==> src/hw/irq_wake_params.svh <==
// constants of the interrupt and wake-up unit
`ifndef IRQ_WAKE_PARAMS_SVH
`define IRQ_WAKE_PARAMS_SVH

// register indices; byte address is four times the index
`define IDX_P1WAKE    8'h96
`define IDX_IE_MAIN   8'hA8
`define IDX_IE_EXT    8'hA9
`define IDX_PRIO_LA   8'hB8
`define IDX_PRIO_HA   8'hB9
`define IDX_PRIO_LB   8'hBA
`define IDX_PRIO_HB   8'hBB
`define IDX_FLAGS     8'hC0
`define IDX_TRIGGER   8'hC1
`define IDX_STATUS    8'hC2

// reset values and writable bit masks
`define RST_REG8      8'h00
`define RST_FLAGS     16'h0000
`define MASK_IE_MAIN  8'hBF
`define MASK_IE_EXT   8'h5F
`define MASK_PRIO_A   8'h3F
`define MASK_PRIO_B   8'h1F

// enable register bit positions
`define BIT_GLOBAL_EN 7
`define BIT_PROG_WE   6
`define BIT_PIN0_EN   0
`define BIT_PIN1_EN   2
`define BIT_T3_EN     0
`define BIT_P1_EN     1
`define BIT_PIN2_EN   2

// pending flag bit positions
`define FLG_PIN0      0
`define FLG_T0        1
`define FLG_PIN1      2
`define FLG_T1        3
`define FLG_RX        4
`define FLG_TX        5
`define FLG_T2        6
`define FLG_T2X       7
`define FLG_T3        8
`define FLG_P1        9
`define FLG_PIN2      10
`define FLG_ADC       11
`define FLG_TK        12
`define FLG_SPI       13
`define FLG_WRITE_COLLISION_FLAG      14
`define FLG_MODE_FAULT_FLAG      15

// source indices, in vector order
`define SRC_PIN0      4'h0
`define SRC_PIN1      4'h2
`define SRC_GAP       4'h6

// vector layout
`define VEC_BASE      16'h0003
`define VEC_STEP      16'h0008

// bus responses
`define RESP_OKAY     2'b00
`define RESP_SLVERR   2'b10

`endif

==> src/hw/irq_wake_pkg.sv <==
// types shared by the interrupt and wake-up unit
package irq_wake_pkg;

	typedef enum logic [1:0] {PWR_RUN, PWR_IDLE, PWR_STOP} power_t;

	typedef struct packed {
		logic timer0Ovf;
		logic timer1Ovf;
		logic timer2Ovf;
		logic timer2Ext;
		logic timer3Ovf;
		logic rxDone;
		logic txDone;
		logic adcDone;
		logic touchDone;
		logic spiDone;
		logic writeCollision;
		logic modeFault;
	} periph_evt_t;

	typedef struct packed {
		logic        irqReq;
		logic [1:0]  irqLevel;
		logic [15:0] irqVector;
	} cpu_req_t;

	typedef struct packed {
		logic irqAck;
		logic irqReturn;
		logic idleEntry;
		logic stopEntry;
	} cpu_ctl_t;

	// highest level currently in service, valid only when the mask is nonzero
	function automatic logic [1:0] topServiceLevel(input logic [3:0] inService);
		logic [1:0] lvl;
		lvl = 2'b00;
		for (int i = 0; i < 4; i++) begin
			if (inService[i]) begin
				lvl = 2'(i);
			end
		end
		return lvl;
	endfunction

endpackage

==> src/hw/pin_event_unit.sv <==
// edge and change detection for the external pins and port 1
`timescale 1ns/1ps
module pin_event_unit #(
	parameter int PORT_W = 8
) (
	input  wire logic              ref_clk,
	input  wire logic              arst_n,
	input  wire logic [2:0]        extPin,
	input  wire logic [PORT_W-1:0] port1Pin,
	input  wire logic [PORT_W-1:0] port1PinWakeMask,
	output logic      [2:0]        pinLow,
	output logic      [2:0]        pinFall,
	output logic                   port1Change
);
	logic [2:0]        pinPrev;
	logic [PORT_W-1:0] portPrev;
	logic              primed;
	logic [2:0]        next_pinPrev;
	logic [PORT_W-1:0] next_portPrev;
	logic              next_primed;

	always_comb begin
		next_pinPrev  = extPin;
		next_portPrev = port1Pin;
		next_primed   = 1'b1;
		pinLow        = ~extPin;
		pinFall       = pinPrev & ~extPin;
		// only pins enabled in the mask take part
		port1Change   = primed && (|((port1Pin ^ portPrev) & port1PinWakeMask)); // RQ13 RQ18
	end

	always_ff @(posedge ref_clk or negedge arst_n) begin
		if (!arst_n) begin
			pinPrev  <= 3'h7;
			portPrev <= '0;
			primed   <= 1'b0;
		end else begin
			pinPrev  <= next_pinPrev;
			portPrev <= next_portPrev;
			primed   <= next_primed;
		end
	end
endmodule

==> src/hw/priority_resolver.sv <==
// picks the request to present, against the levels in service
`timescale 1ns/1ps
module priority_resolver
	import irq_wake_pkg::*;
#(
	parameter int SRC_N = 11
) (
	input  wire logic [SRC_N-1:0] active,
	input  wire logic [SRC_N-1:0] prioHigh,
	input  wire logic [SRC_N-1:0] prioLow,
	input  wire logic [3:0]       inService,
	output logic                  grantValid,
	output logic      [3:0]       grantId,
	output logic      [1:0]       grantLevel
);
	logic found;

	always_comb begin
		found      = 1'b0;
		grantId    = 4'h0;
		grantLevel = 2'b00;
		// later hits win: highest level, then lowest index
		for (int lvl = 0; lvl < 4; lvl++) begin
			for (int i = SRC_N - 1; i >= 0; i--) begin
				if (active[i] && ({prioHigh[i], prioLow[i]} == 2'(lvl))) begin // RQ16
					found      = 1'b1;
					grantId    = 4'(i); // RQ20
					grantLevel = 2'(lvl);
				end
			end
		end
		// equal or higher level in service holds the request back
		grantValid = found && ((inService == 4'h0) ||
			(grantLevel > topServiceLevel(inService))); // RQ9 RQ10
	end
endmodule

==> src/hw/prioritized_interrupt_wake_unit.sv <==
// interrupt arbitration, vectoring and wake-up with an AXI4-Lite register slave
//
// Behaviour
// RQ1: eleven sources, four priority levels
// RQ2: any enabled request wakes core from Idle
// RQ3: only pin sources wake core from Stop
// RQ4: flags set whatever the enable bits
// RQ5: fixed vector per source from 0003 up
// RQ6: vector 0033 never given to a source
// RQ7: shared vectors OR their flags together
// RQ8: enables gate; priority registers give levels
// RQ9: equal or higher in service blocks new
// RQ10: higher level preempts; lower resumes afterwards
// RQ11: global enable off blocks every interrupt
// RQ12: pin enables gate interrupt and Stop wake
// RQ13: per-pin port-1 mask for change events
// RQ14: timer3 serviced only with its enable
// RQ15: port-1 change serviced only with enable
// RQ16: two priority bits form level 0..3
// RQ17: pin0/pin1 edge flags clear on service
// RQ18: port-1 any change; pin2 falling edge
// RQ19: Stop refused while enabled pin low
// RQ20: same level: lowest vector granted first
// RQ21: flag holds until service or software clear (level-mode pin0/pin1 flags follow the pin instead)
`timescale 1ns/1ps
`include "irq_wake_params.svh"
module prioritized_interrupt_wake_unit #(
	parameter int SRC_N  = 11,
	parameter int PORT_W = 8,
	parameter int ADDR_W = 12
) (
	input  wire logic                  ref_clk,
	input  wire logic                  arst_n,
	input  wire logic [ADDR_W-1:0]     awaddr,
	input  wire logic                  awvalid,
	output logic                       awready,
	input  wire logic [31:0]           wdata,
	input  wire logic [3:0]            wstrb,
	input  wire logic                  wvalid,
	output logic                       wready,
	output logic      [1:0]            bresp,
	output logic                       bvalid,
	input  wire logic                  bready,
	input  wire logic [ADDR_W-1:0]     araddr,
	input  wire logic                  arvalid,
	output logic                       arready,
	output logic      [31:0]           rdata,
	output logic      [1:0]            rresp,
	output logic                       rvalid,
	input  wire logic                  rready,
	input  wire logic [2:0]            extPin,
	input  wire logic [PORT_W-1:0]     port1Pin,
	input  wire irq_wake_pkg::periph_evt_t periphEvt,
	input  wire irq_wake_pkg::cpu_ctl_t    cpuCtl,
	output irq_wake_pkg::cpu_req_t         cpuReq,
	output irq_wake_pkg::power_t           powerState,
	output logic                       wakeup,
	output logic                       stopRefused,
	output logic                       progWriteEnable
);
	import irq_wake_pkg::*;

	function automatic logic [ADDR_W-1:0] byteAddr(input logic [7:0] idx);
		return ADDR_W'({idx, 2'b00});
	endfunction

	// skips the slot kept for the debug monitor
	function automatic logic [15:0] vectorOf(input logic [3:0] id);
		logic [15:0] slot;
		slot = (id < `SRC_GAP) ? {12'h000, id} : 16'({12'h000, id} + 16'h0001); // RQ6
		return 16'(`VEC_BASE + 16'(slot * `VEC_STEP)); // RQ5
	endfunction

	//////////////////////////////////////////////////////////////////////////////
	// state
	logic [PORT_W-1:0] port1PinWakeMask;
	logic [7:0]        ieMain;
	logic [7:0]        ieExt;
	logic [7:0]        prioLowA;
	logic [7:0]        prioHighA;
	logic [7:0]        prioLowB;
	logic [7:0]        prioHighB;
	logic [1:0]        triggerSel;
	logic [15:0]       flags;
	logic [3:0]        inService;
	logic [3:0]        reqId;
	logic [PORT_W-1:0] next_port1PinWakeMask;
	logic [7:0]        next_ieMain;
	logic [7:0]        next_ieExt;
	logic [7:0]        next_prioLowA;
	logic [7:0]        next_prioHighA;
	logic [7:0]        next_prioLowB;
	logic [7:0]        next_prioHighB;
	logic [1:0]        next_triggerSel;
	logic [15:0]       next_flags;
	logic [3:0]        next_inService;
	logic [3:0]        next_reqId;
	cpu_req_t          next_cpuReq;
	power_t            next_powerState;
	logic              next_wakeup;
	logic              next_stopRefused;

	logic              awHeld;
	logic              wHeld;
	logic [ADDR_W-1:0] awAddrHeld;
	logic [31:0]       wDataHeld;
	logic [3:0]        wStrbHeld;
	logic              next_awHeld;
	logic              next_wHeld;
	logic [ADDR_W-1:0] next_awAddrHeld;
	logic [31:0]       next_wDataHeld;
	logic [3:0]        next_wStrbHeld;
	logic              next_bvalid;
	logic [1:0]        next_bresp;
	logic              next_rvalid;
	logic [31:0]       next_rdata;
	logic [1:0]        next_rresp;

	//////////////////////////////////////////////////////////////////////////////
	// request formation
	logic [2:0]       pinLow;
	logic [2:0]       pinFall;
	logic             port1Change;
	logic [SRC_N-1:0] pending;
	logic [SRC_N-1:0] srcEnable;
	logic [SRC_N-1:0] active;
	logic             grantValid;
	logic [3:0]       grantId;
	logic [1:0]       grantLevel;
	logic             pinWake;
	logic             stopBlock;
	logic             ackTaken;
	logic             doWrite;

	pin_event_unit #(
		.PORT_W (PORT_W)
	) pinEvents (
		.ref_clk          (ref_clk),
		.arst_n           (arst_n),
		.extPin           (extPin),
		.port1Pin         (port1Pin),
		.port1PinWakeMask (port1PinWakeMask),
		.pinLow           (pinLow),
		.pinFall          (pinFall),
		.port1Change      (port1Change)
	);

	always_comb begin
		pending = {
			flags[`FLG_SPI] | flags[`FLG_WRITE_COLLISION_FLAG] | flags[`FLG_MODE_FAULT_FLAG],
			flags[`FLG_ADC] | flags[`FLG_TK],
			flags[`FLG_PIN2],
			flags[`FLG_P1],
			flags[`FLG_T3],
			flags[`FLG_T2] | flags[`FLG_T2X],
			flags[`FLG_RX] | flags[`FLG_TX],
			flags[`FLG_T1],
			flags[`FLG_PIN1],
			flags[`FLG_T0],
			flags[`FLG_PIN0]}; // RQ1 RQ7
		srcEnable = {ieExt[4:0], ieMain[5:0]}; // RQ8 RQ14 RQ15
		active    = pending & srcEnable & {SRC_N{ieMain[`BIT_GLOBAL_EN]}}; // RQ11
		pinWake   = (flags[`FLG_PIN0] & ieMain[`BIT_PIN0_EN]) |
			(flags[`FLG_PIN1] & ieMain[`BIT_PIN1_EN]) |
			(flags[`FLG_PIN2] & ieExt[`BIT_PIN2_EN]) |
			(flags[`FLG_P1] & ieExt[`BIT_P1_EN]); // RQ3 RQ12
		stopBlock = (pinLow[0] & ieMain[`BIT_PIN0_EN]) |
			(pinLow[1] & ieMain[`BIT_PIN1_EN]) |
			(pinLow[2] & ieExt[`BIT_PIN2_EN]); // RQ19
		ackTaken  = cpuCtl.irqAck && cpuReq.irqReq;
		doWrite   = awHeld && wHeld && !bvalid;
	end

	priority_resolver #(
		.SRC_N (SRC_N)
	) resolver (
		.active     (active),
		.prioHigh   ({prioHighB[4:0], prioHighA[5:0]}),
		.prioLow    ({prioLowB[4:0], prioLowA[5:0]}),
		.inService  (inService),
		.grantValid (grantValid),
		.grantId    (grantId),
		.grantLevel (grantLevel)
	);

	//////////////////////////////////////////////////////////////////////////////
	// registers, flags, service stack and power mode
	logic [15:0] flagSet;
	logic [15:0] flagClr;
	logic [7:0]  wByte0;

	always_comb begin
		next_port1PinWakeMask = port1PinWakeMask;
		next_ieMain           = ieMain;
		next_ieExt            = ieExt;
		next_prioLowA         = prioLowA;
		next_prioHighA        = prioHighA;
		next_prioLowB         = prioLowB;
		next_prioHighB        = prioHighB;
		next_triggerSel       = triggerSel;
		flagClr               = 16'h0000;
		wByte0                = wDataHeld[7:0];
		if (doWrite && wStrbHeld[0]) begin
			if (awAddrHeld == byteAddr(`IDX_P1WAKE)) begin
				next_port1PinWakeMask = PORT_W'(wByte0);
			end
			if (awAddrHeld == byteAddr(`IDX_IE_MAIN)) begin
				next_ieMain = wByte0 & `MASK_IE_MAIN;
			end
			if (awAddrHeld == byteAddr(`IDX_IE_EXT)) begin
				next_ieExt = wByte0 & `MASK_IE_EXT;
			end
			if (awAddrHeld == byteAddr(`IDX_PRIO_LA)) begin
				next_prioLowA = wByte0 & `MASK_PRIO_A;
			end
			if (awAddrHeld == byteAddr(`IDX_PRIO_HA)) begin
				next_prioHighA = wByte0 & `MASK_PRIO_A;
			end
			if (awAddrHeld == byteAddr(`IDX_PRIO_LB)) begin
				next_prioLowB = wByte0 & `MASK_PRIO_B;
			end
			if (awAddrHeld == byteAddr(`IDX_PRIO_HB)) begin
				next_prioHighB = wByte0 & `MASK_PRIO_B;
			end
			if (awAddrHeld == byteAddr(`IDX_TRIGGER)) begin
				next_triggerSel = wByte0[1:0];
			end
		end
		// software clears flags by writing ones
		if (doWrite && (awAddrHeld == byteAddr(`IDX_FLAGS))) begin
			flagClr[7:0]  = wStrbHeld[0] ? wDataHeld[7:0] : 8'h00;
			flagClr[15:8] = wStrbHeld[1] ? wDataHeld[15:8] : 8'h00;
		end
		// edge-mode pin flags clear on service entry
		if (ackTaken && triggerSel[0] && (reqId == `SRC_PIN0)) begin
			flagClr[`FLG_PIN0] = 1'b1; // RQ17
		end
		if (ackTaken && triggerSel[1] && (reqId == `SRC_PIN1)) begin
			flagClr[`FLG_PIN1] = 1'b1; // RQ17
		end
		// level mode: the flag follows the pin
		if (!triggerSel[0] && !pinLow[0]) begin
			flagClr[`FLG_PIN0] = 1'b1;
		end
		if (!triggerSel[1] && !pinLow[1]) begin
			flagClr[`FLG_PIN1] = 1'b1;
		end
		flagSet = {periphEvt.modeFault, periphEvt.writeCollision, periphEvt.spiDone,
			periphEvt.touchDone, periphEvt.adcDone, pinFall[2], port1Change,
			periphEvt.timer3Ovf, periphEvt.timer2Ext, periphEvt.timer2Ovf,
			periphEvt.txDone, periphEvt.rxDone, periphEvt.timer1Ovf,
			triggerSel[1] ? pinFall[1] : pinLow[1], periphEvt.timer0Ovf,
			triggerSel[0] ? pinFall[0] : pinLow[0]}; // RQ4 RQ18
		next_flags = (flags & ~flagClr) | flagSet; // RQ21

		// service stack: one bit per level, return pops the highest
		next_inService = inService;
		if (cpuCtl.irqReturn && (inService != 4'h0)) begin
			next_inService[topServiceLevel(inService)] = 1'b0; // RQ10
		end
		if (ackTaken) begin
			next_inService[cpuReq.irqLevel] = 1'b1;
		end

		// request withdrawn the cycle after the core takes it
		next_cpuReq.irqReq    = grantValid && !ackTaken;
		next_cpuReq.irqLevel  = grantLevel;
		next_cpuReq.irqVector = vectorOf(grantId);
		next_reqId            = grantId;

		next_powerState  = powerState;
		next_wakeup      = 1'b0;
		next_stopRefused = 1'b0;
		case (powerState)
			PWR_RUN: begin
				if (cpuCtl.stopEntry) begin
					if (stopBlock) begin
						next_stopRefused = 1'b1; // RQ19
					end else begin
						next_powerState = PWR_STOP;
					end
				end else if (cpuCtl.idleEntry) begin
					next_powerState = PWR_IDLE;
				end
			end
			PWR_IDLE: begin
				if (|active) begin
					next_powerState = PWR_RUN; // RQ2
					next_wakeup     = 1'b1;
				end
			end
			PWR_STOP: begin
				if (pinWake) begin
					next_powerState = PWR_RUN; // RQ3 RQ12
					next_wakeup     = 1'b1;
				end
			end
			default: begin
				next_powerState = PWR_RUN;
			end
		endcase
	end

	always_ff @(posedge ref_clk or negedge arst_n) begin
		if (!arst_n) begin
			port1PinWakeMask <= '0;
			ieMain           <= `RST_REG8;
			ieExt            <= `RST_REG8;
			prioLowA         <= `RST_REG8;
			prioHighA        <= `RST_REG8;
			prioLowB         <= `RST_REG8;
			prioHighB        <= `RST_REG8;
			triggerSel       <= 2'b00;
			flags            <= `RST_FLAGS;
			inService        <= 4'h0;
			reqId            <= 4'h0;
			cpuReq           <= '0;
			powerState       <= PWR_RUN;
			wakeup           <= 1'b0;
			stopRefused      <= 1'b0;
		end else begin
			port1PinWakeMask <= next_port1PinWakeMask;
			ieMain           <= next_ieMain;
			ieExt            <= next_ieExt;
			prioLowA         <= next_prioLowA;
			prioHighA        <= next_prioHighA;
			prioLowB         <= next_prioLowB;
			prioHighB        <= next_prioHighB;
			triggerSel       <= next_triggerSel;
			flags            <= next_flags;
			inService        <= next_inService;
			reqId            <= next_reqId;
			cpuReq           <= next_cpuReq;
			powerState       <= next_powerState;
			wakeup           <= next_wakeup;
			stopRefused      <= next_stopRefused;
		end
	end

	assign progWriteEnable = ieExt[`BIT_PROG_WE];

	//////////////////////////////////////////////////////////////////////////////
	// AXI4-Lite slave
	function automatic logic mapped(input logic [ADDR_W-1:0] a);
		return (a == byteAddr(`IDX_P1WAKE)) || (a == byteAddr(`IDX_IE_MAIN)) ||
			(a == byteAddr(`IDX_IE_EXT)) || (a == byteAddr(`IDX_PRIO_LA)) ||
			(a == byteAddr(`IDX_PRIO_HA)) || (a == byteAddr(`IDX_PRIO_LB)) ||
			(a == byteAddr(`IDX_PRIO_HB)) || (a == byteAddr(`IDX_FLAGS)) ||
			(a == byteAddr(`IDX_TRIGGER)) || (a == byteAddr(`IDX_STATUS));
	endfunction

	always_comb begin
		awready         = !awHeld && !bvalid;
		wready          = !wHeld && !bvalid;
		arready         = !rvalid;
		next_awHeld     = awHeld;
		next_wHeld      = wHeld;
		next_awAddrHeld = awAddrHeld;
		next_wDataHeld  = wDataHeld;
		next_wStrbHeld  = wStrbHeld;
		next_bvalid     = bvalid;
		next_bresp      = bresp;
		next_rvalid     = rvalid;
		next_rdata      = rdata;
		next_rresp      = rresp;
		if (awvalid && awready) begin
			next_awHeld     = 1'b1;
			next_awAddrHeld = {awaddr[ADDR_W-1:2], 2'b00};
		end
		if (wvalid && wready) begin
			next_wHeld     = 1'b1;
			next_wDataHeld = wdata;
			next_wStrbHeld = wstrb;
		end
		if (doWrite) begin
			next_awHeld = 1'b0;
			next_wHeld  = 1'b0;
			next_bvalid = 1'b1;
			next_bresp  = mapped(awAddrHeld) ? `RESP_OKAY : `RESP_SLVERR;
		end else if (bvalid && bready) begin
			next_bvalid = 1'b0;
		end
		if (arvalid && arready) begin
			next_rvalid = 1'b1;
			next_rresp  = mapped({araddr[ADDR_W-1:2], 2'b00}) ? `RESP_OKAY : `RESP_SLVERR;
			case ({araddr[ADDR_W-1:2], 2'b00})
				byteAddr(`IDX_P1WAKE):  next_rdata = 32'(port1PinWakeMask);
				byteAddr(`IDX_IE_MAIN): next_rdata = {24'h000000, ieMain};
				byteAddr(`IDX_IE_EXT):  next_rdata = {24'h000000, ieExt};
				byteAddr(`IDX_PRIO_LA): next_rdata = {24'h000000, prioLowA};
				byteAddr(`IDX_PRIO_HA): next_rdata = {24'h000000, prioHighA};
				byteAddr(`IDX_PRIO_LB): next_rdata = {24'h000000, prioLowB};
				byteAddr(`IDX_PRIO_HB): next_rdata = {24'h000000, prioHighB};
				byteAddr(`IDX_FLAGS):   next_rdata = {16'h0000, flags};
				byteAddr(`IDX_TRIGGER): next_rdata = {30'h0, triggerSel};
				byteAddr(`IDX_STATUS):  next_rdata = {16'h0000, reqId, 2'b00,
					powerState, 4'h0, inService};
				default:                next_rdata = 32'h00000000;
			endcase
		end else if (rvalid && rready) begin
			next_rvalid = 1'b0;
		end
	end

	always_ff @(posedge ref_clk or negedge arst_n) begin
		if (!arst_n) begin
			awHeld     <= 1'b0;
			wHeld      <= 1'b0;
			awAddrHeld <= '0;
			wDataHeld  <= 32'h00000000;
			wStrbHeld  <= 4'h0;
			bvalid     <= 1'b0;
			bresp      <= `RESP_OKAY;
			rvalid     <= 1'b0;
			rdata      <= 32'h00000000;
			rresp      <= `RESP_OKAY;
		end else begin
			awHeld     <= next_awHeld;
			wHeld      <= next_wHeld;
			awAddrHeld <= next_awAddrHeld;
			wDataHeld  <= next_wDataHeld;
			wStrbHeld  <= next_wStrbHeld;
			bvalid     <= next_bvalid;
			bresp      <= next_bresp;
			rvalid     <= next_rvalid;
			rdata      <= next_rdata;
			rresp      <= next_rresp;
		end
	end
endmodule

==> config.mk <==
export PLATFORM = sky130hd
export DESIGN_NAME = prioritized_interrupt_wake_unit
export DESIGN_NICKNAME = d
export VERILOG_FILES = /design/src/hw/irq_wake_pkg.sv /design/src/hw/pin_event_unit.sv /design/src/hw/priority_resolver.sv /design/src/hw/prioritized_interrupt_wake_unit.sv
export VERILOG_INCLUDE_DIRS = /design/src /design/src/hw
export SDC_FILE = /design/constraint.sdc
export NUM_CORES = 1
export LEC_CHECK = 0
export BUFFER_PORTS_ARGS = -buffer_cell sky130_fd_sc_hd__buf_2
export CAP_MARGIN = 20
export CORE_MARGIN = 1
export CORE_UTILIZATION = 31
export CTS_CLUSTER_SIZE = 30
export DETAILED_ROUTE_END_ITERATION = 8
export HOLD_SLACK_MARGIN = 0.02
export PLACE_DENSITY_LB_ADDON = 0.25
export REMOVE_ABC_BUFFERS = 1
export SLEW_MARGIN = 20
export SYNTH_ARGS = -nofsm -noshare
export SYNTH_HDL_FRONTEND = slang
export SYNTH_SLANG_ARGS = --single-unit
export TNS_END_PERCENT = 10
==> constraint.sdc <==
create_clock -name ref_clk -period 4.63 [get_ports ref_clk]
set_clock_uncertainty 0.15 [all_clocks]
set_input_delay 0.2315 -clock ref_clk [delete_from_list [all_inputs] [get_ports ref_clk]]
set_output_delay 0.2315 -clock ref_clk [all_outputs]
set_load 0.01 [all_outputs]
Yosys cells after proc, flatten, opt, wreduce, memory -nomap -nowiden
Cells that the tools add are included.

Add/sub/neg operators: 2. Multipliers: 0. Divide/modulo/power cells: 0. $lt $le $gt $ge: 6. Equality and inequality tests: 60. Shift-type cells: 0. Mux-type cells: 164. Bitwise logic cells: 29. Reduce and logical (&&, ||, !) cells: 126.

Operator list (number): $eq A10 B8 Y1 const B (20); $mux W4 (46); $pmux W16 S10 (1); $mux W1 (77); $logic_and A1 B1 Y1 (68); $mux W2 (32); $eq A2 B2 Y1 const B (23); $eq A2 B1 Y1 const B (12); $logic_not A2 Y1 (12); $and A11 B11 Y11 (2); $logic_or A1 B1 Y1 (19); $and A16 B16 Y16 (1); $mux W16 (1); $mux W8 (2); $not A16 Y16 (1); $or A16 B16 Y16 (1); $reduce_and A2 Y1 (8); $reduce_or A11 Y1 (1); $or A1 B1 Y1 (10); $add A2 B8 Y9 const A (1); $logic_not A1 Y1 (9); $and A8 B8 Y8 (1); $logic_not A4 Y1 (2); $reduce_bool A2 Y1 (4); other kinds (22) (33).

Register bits: 165. Latch bits: 0. Memory bits (writable): 0. Memory bits (read-only): 0. Output and inout port bits: 65. Memories: 0.

Logic depth before layout (Yosys ltp)
Depth in word-level cells: 52. Mapped depth: 14.

Modules after synthesis
A second synthesis with hierarchy kept.

Cells, all modules: 705. Area, all modules: 7622.3 um^2.

Modules (own cells, without submodules): prioritized_interrupt_wake_unit (times used 1, cells an instance 518, area each 6138.4 um^2, sequential area each 3303.2 um^2); priority_resolver (times used 1, cells an instance 154, area each 1033.5 um^2, sequential area each 0.0 um^2); pin_event_unit (times used 1, cells an instance 33, area each 450.4 um^2, sequential area each 304.0 um^2).

Least setup slack after synthesis
Ideal clock, no wire load.

Kind: register -> register. From: register ieMain[7]. To: register cpuReq[4] (netlist bit). Setup time: 128 ps. Arrival: 2483 ps. Data required time: 4352 ps. Slack: 1869 ps. Cell stages (with the launch flop): 12. Period minus slack after synthesis: 2761 ps. Path through: dfrtp_1 > buf_6 > buf_6 > buf_6 > and4_1 > and2_1 > or3_1 > a21oi_1 > o21ai_1 > a211oi_2 > ha_1 > mux2_1.

RTL lines: start: declaration (RTL line prioritized_interrupt_wake_unit.sv:77) `logic [7:0] ieMain;`; start signal: assignment (RTL line prioritized_interrupt_wake_unit.sv:307) `` ieMain <= `RST_REG8; ``; start signal: assignment (RTL line prioritized_interrupt_wake_unit.sv:323) `ieMain <= next_ieMain;`; end signal: assignment (RTL line prioritized_interrupt_wake_unit.sv:333) `cpuReq <= next_cpuReq;`; end: declaration (RTL line prioritized_interrupt_wake_unit.sv:55) `output irq_wake_pkg::cpu_req_t cpuReq,`.

==> impl_metrics.yaml <==
run_status:
  status: "finished, final reports clean"
finish:
  area_growth_pct: 26.2
  final_util: 0.400
  multi_input_area_um2: 3560
  final_net_count: 969
  finalNonFillerCells: 1201
  fillers: 2351
  seqCellArea_um2: 3580
  antenna_cells: 0
  final_area_um2: 9420
  drive_gt1_frac: 0.266
power_and_ir_drop:
  cellLeakagePower_nw: 4.28
  ir_drop_mv: 0.233
  powerDensity_nw_per_um2: 389
logic_synthesis:
  netlist_top_cells_area: "dfrtp_1, mux2_2, nand2_1, buf_4, o21ai_0"
  synthXorXnorAreaFrac: 0.0106
  synthSimpleGateAreaFrac: 0.159
  synth_warnings: 0
  netlist_area_um2: 7460
  synth-adder-area-share: 0.0101
  synth.largest_area_cell: "dfrtp_1"
  syn_area_per_cell_um2: 10.6
  yosys_register_bits: 143
  synth_top_family_by_area: "compound AO/OA/AOI/OAI gates"
  ys_async_sr_fraction: 1.00
  ys_seq_area_frac: 0.480
  synth_cell_types: 80
  synth-compound-area-share: 0.163
  synth.mux.area_fraction: 0.118
  synth.top_cell.area_share: 0.470
  synth_cells: 706
  synth-edff-count: 0
  ys_dominant_reg_cell: "dfrtp_1"
hold_path:
  hold_class: "in2reg"
  whs_endpoint: "wHeld"
  holdPathStages: 3
  hold_path_startpoint: "wvalid"
critical_path:
  worstPathMaxFanout: 29
  cp-startpoint: "ieMain[7]"
  r2r-start: "ieMain[7]"
  r2r_end: "cpuReq[4]"
  crit_arrival_ps: 3710
  ff2ff_setup_slack_ps: 1080
  startpoint_type: "flip-flop"
  required_ps: 4790
  r2r_cells: 9
  cp-end-kind: "flip-flop"
  critPathKind: "reg2reg"
cts:
  cts_resized: 0
  post_cts_buffers: 0
  htreeDepth: 4
  clkTransAtPathRegs_ps: 60
  cts-root-buf: "clkbuf_16"
  cts_max_path_buffers: 2
  cts_buffers: 17
  clk-insertion-delay-late_ps: 430
  cts_tree: "done"
  clock-sinks: 143
global_route:
  antenna_found_initial: 1
  first_global_vias: 5941
  grt_first_pass_wirelength_um: 34600
  gr-total-overflow: 0
  grt_max_degree: 58
  grtUsageTotal: 0.188
floorplanning:
  die_width_um: 157
  fp.dieArea_um2: 24700
  placementRows: 56
  die_h_um: 157
  core_um2: 23500
  initial_utilization: 0.317
  io_pins: 159
sta:
  fin_crit_ps: 3550
  tightest_slew_ps: 1040
  fin_crit_sh: 0.766
  setup_viol: 0
  hold_slack_ps: 34.0
  rsz0062_at_grt: "false"
  finalHoldViolCount: 0
  tns_ps: 0
  relSlewSlack: 0.302
  slew_violations: 0
  clock.fmax_mhz: 282
route:
  drc: 0
  vias: 6169
  firstDrtPassIters: 5
  drt_iter0_markers: 536
  wl_per_cell_um: 18.3
  vias_per_cell: 5.14
  antenna_left: 0
  wl_um: 22000
place:
  gp_congestion: 0.867
  dpl.cell_count: 1112
  place_hpwl_um: 16300
  portBuffers: 109
  place_area_um2: 8220
run:
  drv_cap: 0
==> worst max path at each step <==
stage                            to
after CTS                 cpuReq[4]
final                     cpuReq[4]
after floorplan           cpuReq[4]
after global routing      cpuReq[4]
after detailed placement  cpuReq[4]
after global placement    cpuReq[4]
==> repair_timing <==
action                     4_1_cts  5_1_grt
hold endpoints to repair       101        0
setup endpoints to repair        0        0
hold buffers                    57        0
==> synthesized netlist by cell type, types with 4 or more instances <==
library cell,count
dfrtp_1,140
nand2_1,73
mux2_2,66
o21ai_0,42
nor2_1,36
buf_4,29
inv_1,28
a21o_1,18
nand3_1,17
clkbuf_1,16
nor3_1,16
a21oi_1,14
a22oi_1,13
a222oi_1,9
nand2b_1,9
o22ai_1,9
or3_1,9
xor2_1,9
nand4_1,8
nand3b_1,7
ha_1,6
o2111ai_1,6
a211oi_1,5
and2_1,5
and3_1,5
mux2i_1,5
nor2b_1,5
nor3b_1,5
a221oi_1,4
a31oi_1,4
buf_1,4
o211ai_1,4
o21a_1,4
o2bb2ai_1,4
o31ai_1,4
or2_2,4
==> power breakdown <==
| part | leakage (nW) | internal (mW) | total, mW | switching, mW |
|---|---|---|---|---|
| Clock | 0.299 | 0.925 | 1.49 | 0.563 |
| Combinational | 2.17 | 0.277 | 0.517 | 0.240 |
| Sequential | 1.81 | 1.42 | 1.66 | 0.240 |
| Total | 4.28 | 2.62 | 3.67 | 1.04 |
==> per-stage QoR <==
stage          power [mW]  worst slack (ps)
2_1_floorplan        1.91              1620
3_3_place_gp         2.16              1180
3_5_place_dp         2.17              1160
4_1_cts              3.70              1140
5_1_grt              3.84               866
6_report             3.67              1080
==> cell usage in the layout (no fill, tap or decap), types with 13 or more instances in the layout <==
cell	count
inv_1	28
conb_1	29
dfrtp_1	140
nor2_1	36
mux2_2	66
dlygate4sd3_1	57
o21ai_0	42
nand2_1	73
a21o_1	18
buf_2	108
a21oi_1	14
nor3_1	16
a22oi_1	13
clkbuf_16	17
nand3_1	17
==> cell type report <==
type	count	area share
sequential	143	0.380
multi-input combinational	510	0.378
timing repair buffer	169	0.122
clock buffer	21	0.0478
tap	319	0.0424
clock inverter	11	0.0190
inverter	28	0.0112
==> state kept, by name (all words and copies together), names as in the netlist, 5 cells and up <==
name and cells:
ieExt 6, prioLowA 6, pinEvents.portPrev 8, ieMain 7, awAddrHeld 10, prioHighB 5, prioLowB 5, rdata 16
wDataHeld 16, cpuReq 9, prioHighA 6, flags 16, port1PinWakeMask 8
==> logic make-up after synthesis <==
group,count (synthesis)
and+or+nand+nor,222
AOI/OAI and AO/OA,168
DFF,143
buffers and inverters,80
muxes,76
xor gates and xnor gates,9
adders and majority gates,6
other,2
==> worst max-delay path, cell delays in order, from the launching register on <==
cell,delay (ps)
dfrtp_1,1000
and4b_1,370
o2bb2a_1,280
a2111oi_0,330
o21ai_0,140
a21oi_1,210
o21ai_2,150
a21oi_1,250
ha_1,270
mux2_1,290
==> layer usage <==
metal	up-vias	part of all wire	GRT usage
met2	254	0.46	0.300
met4	2	0.016	0.0550
met5	-	0.00045	0
li1	2878	-	-
met1	3004	0.47	0.262
met3	31	0.058	0.0289
No activity file was read; power rests on OpenSTA's default activity.
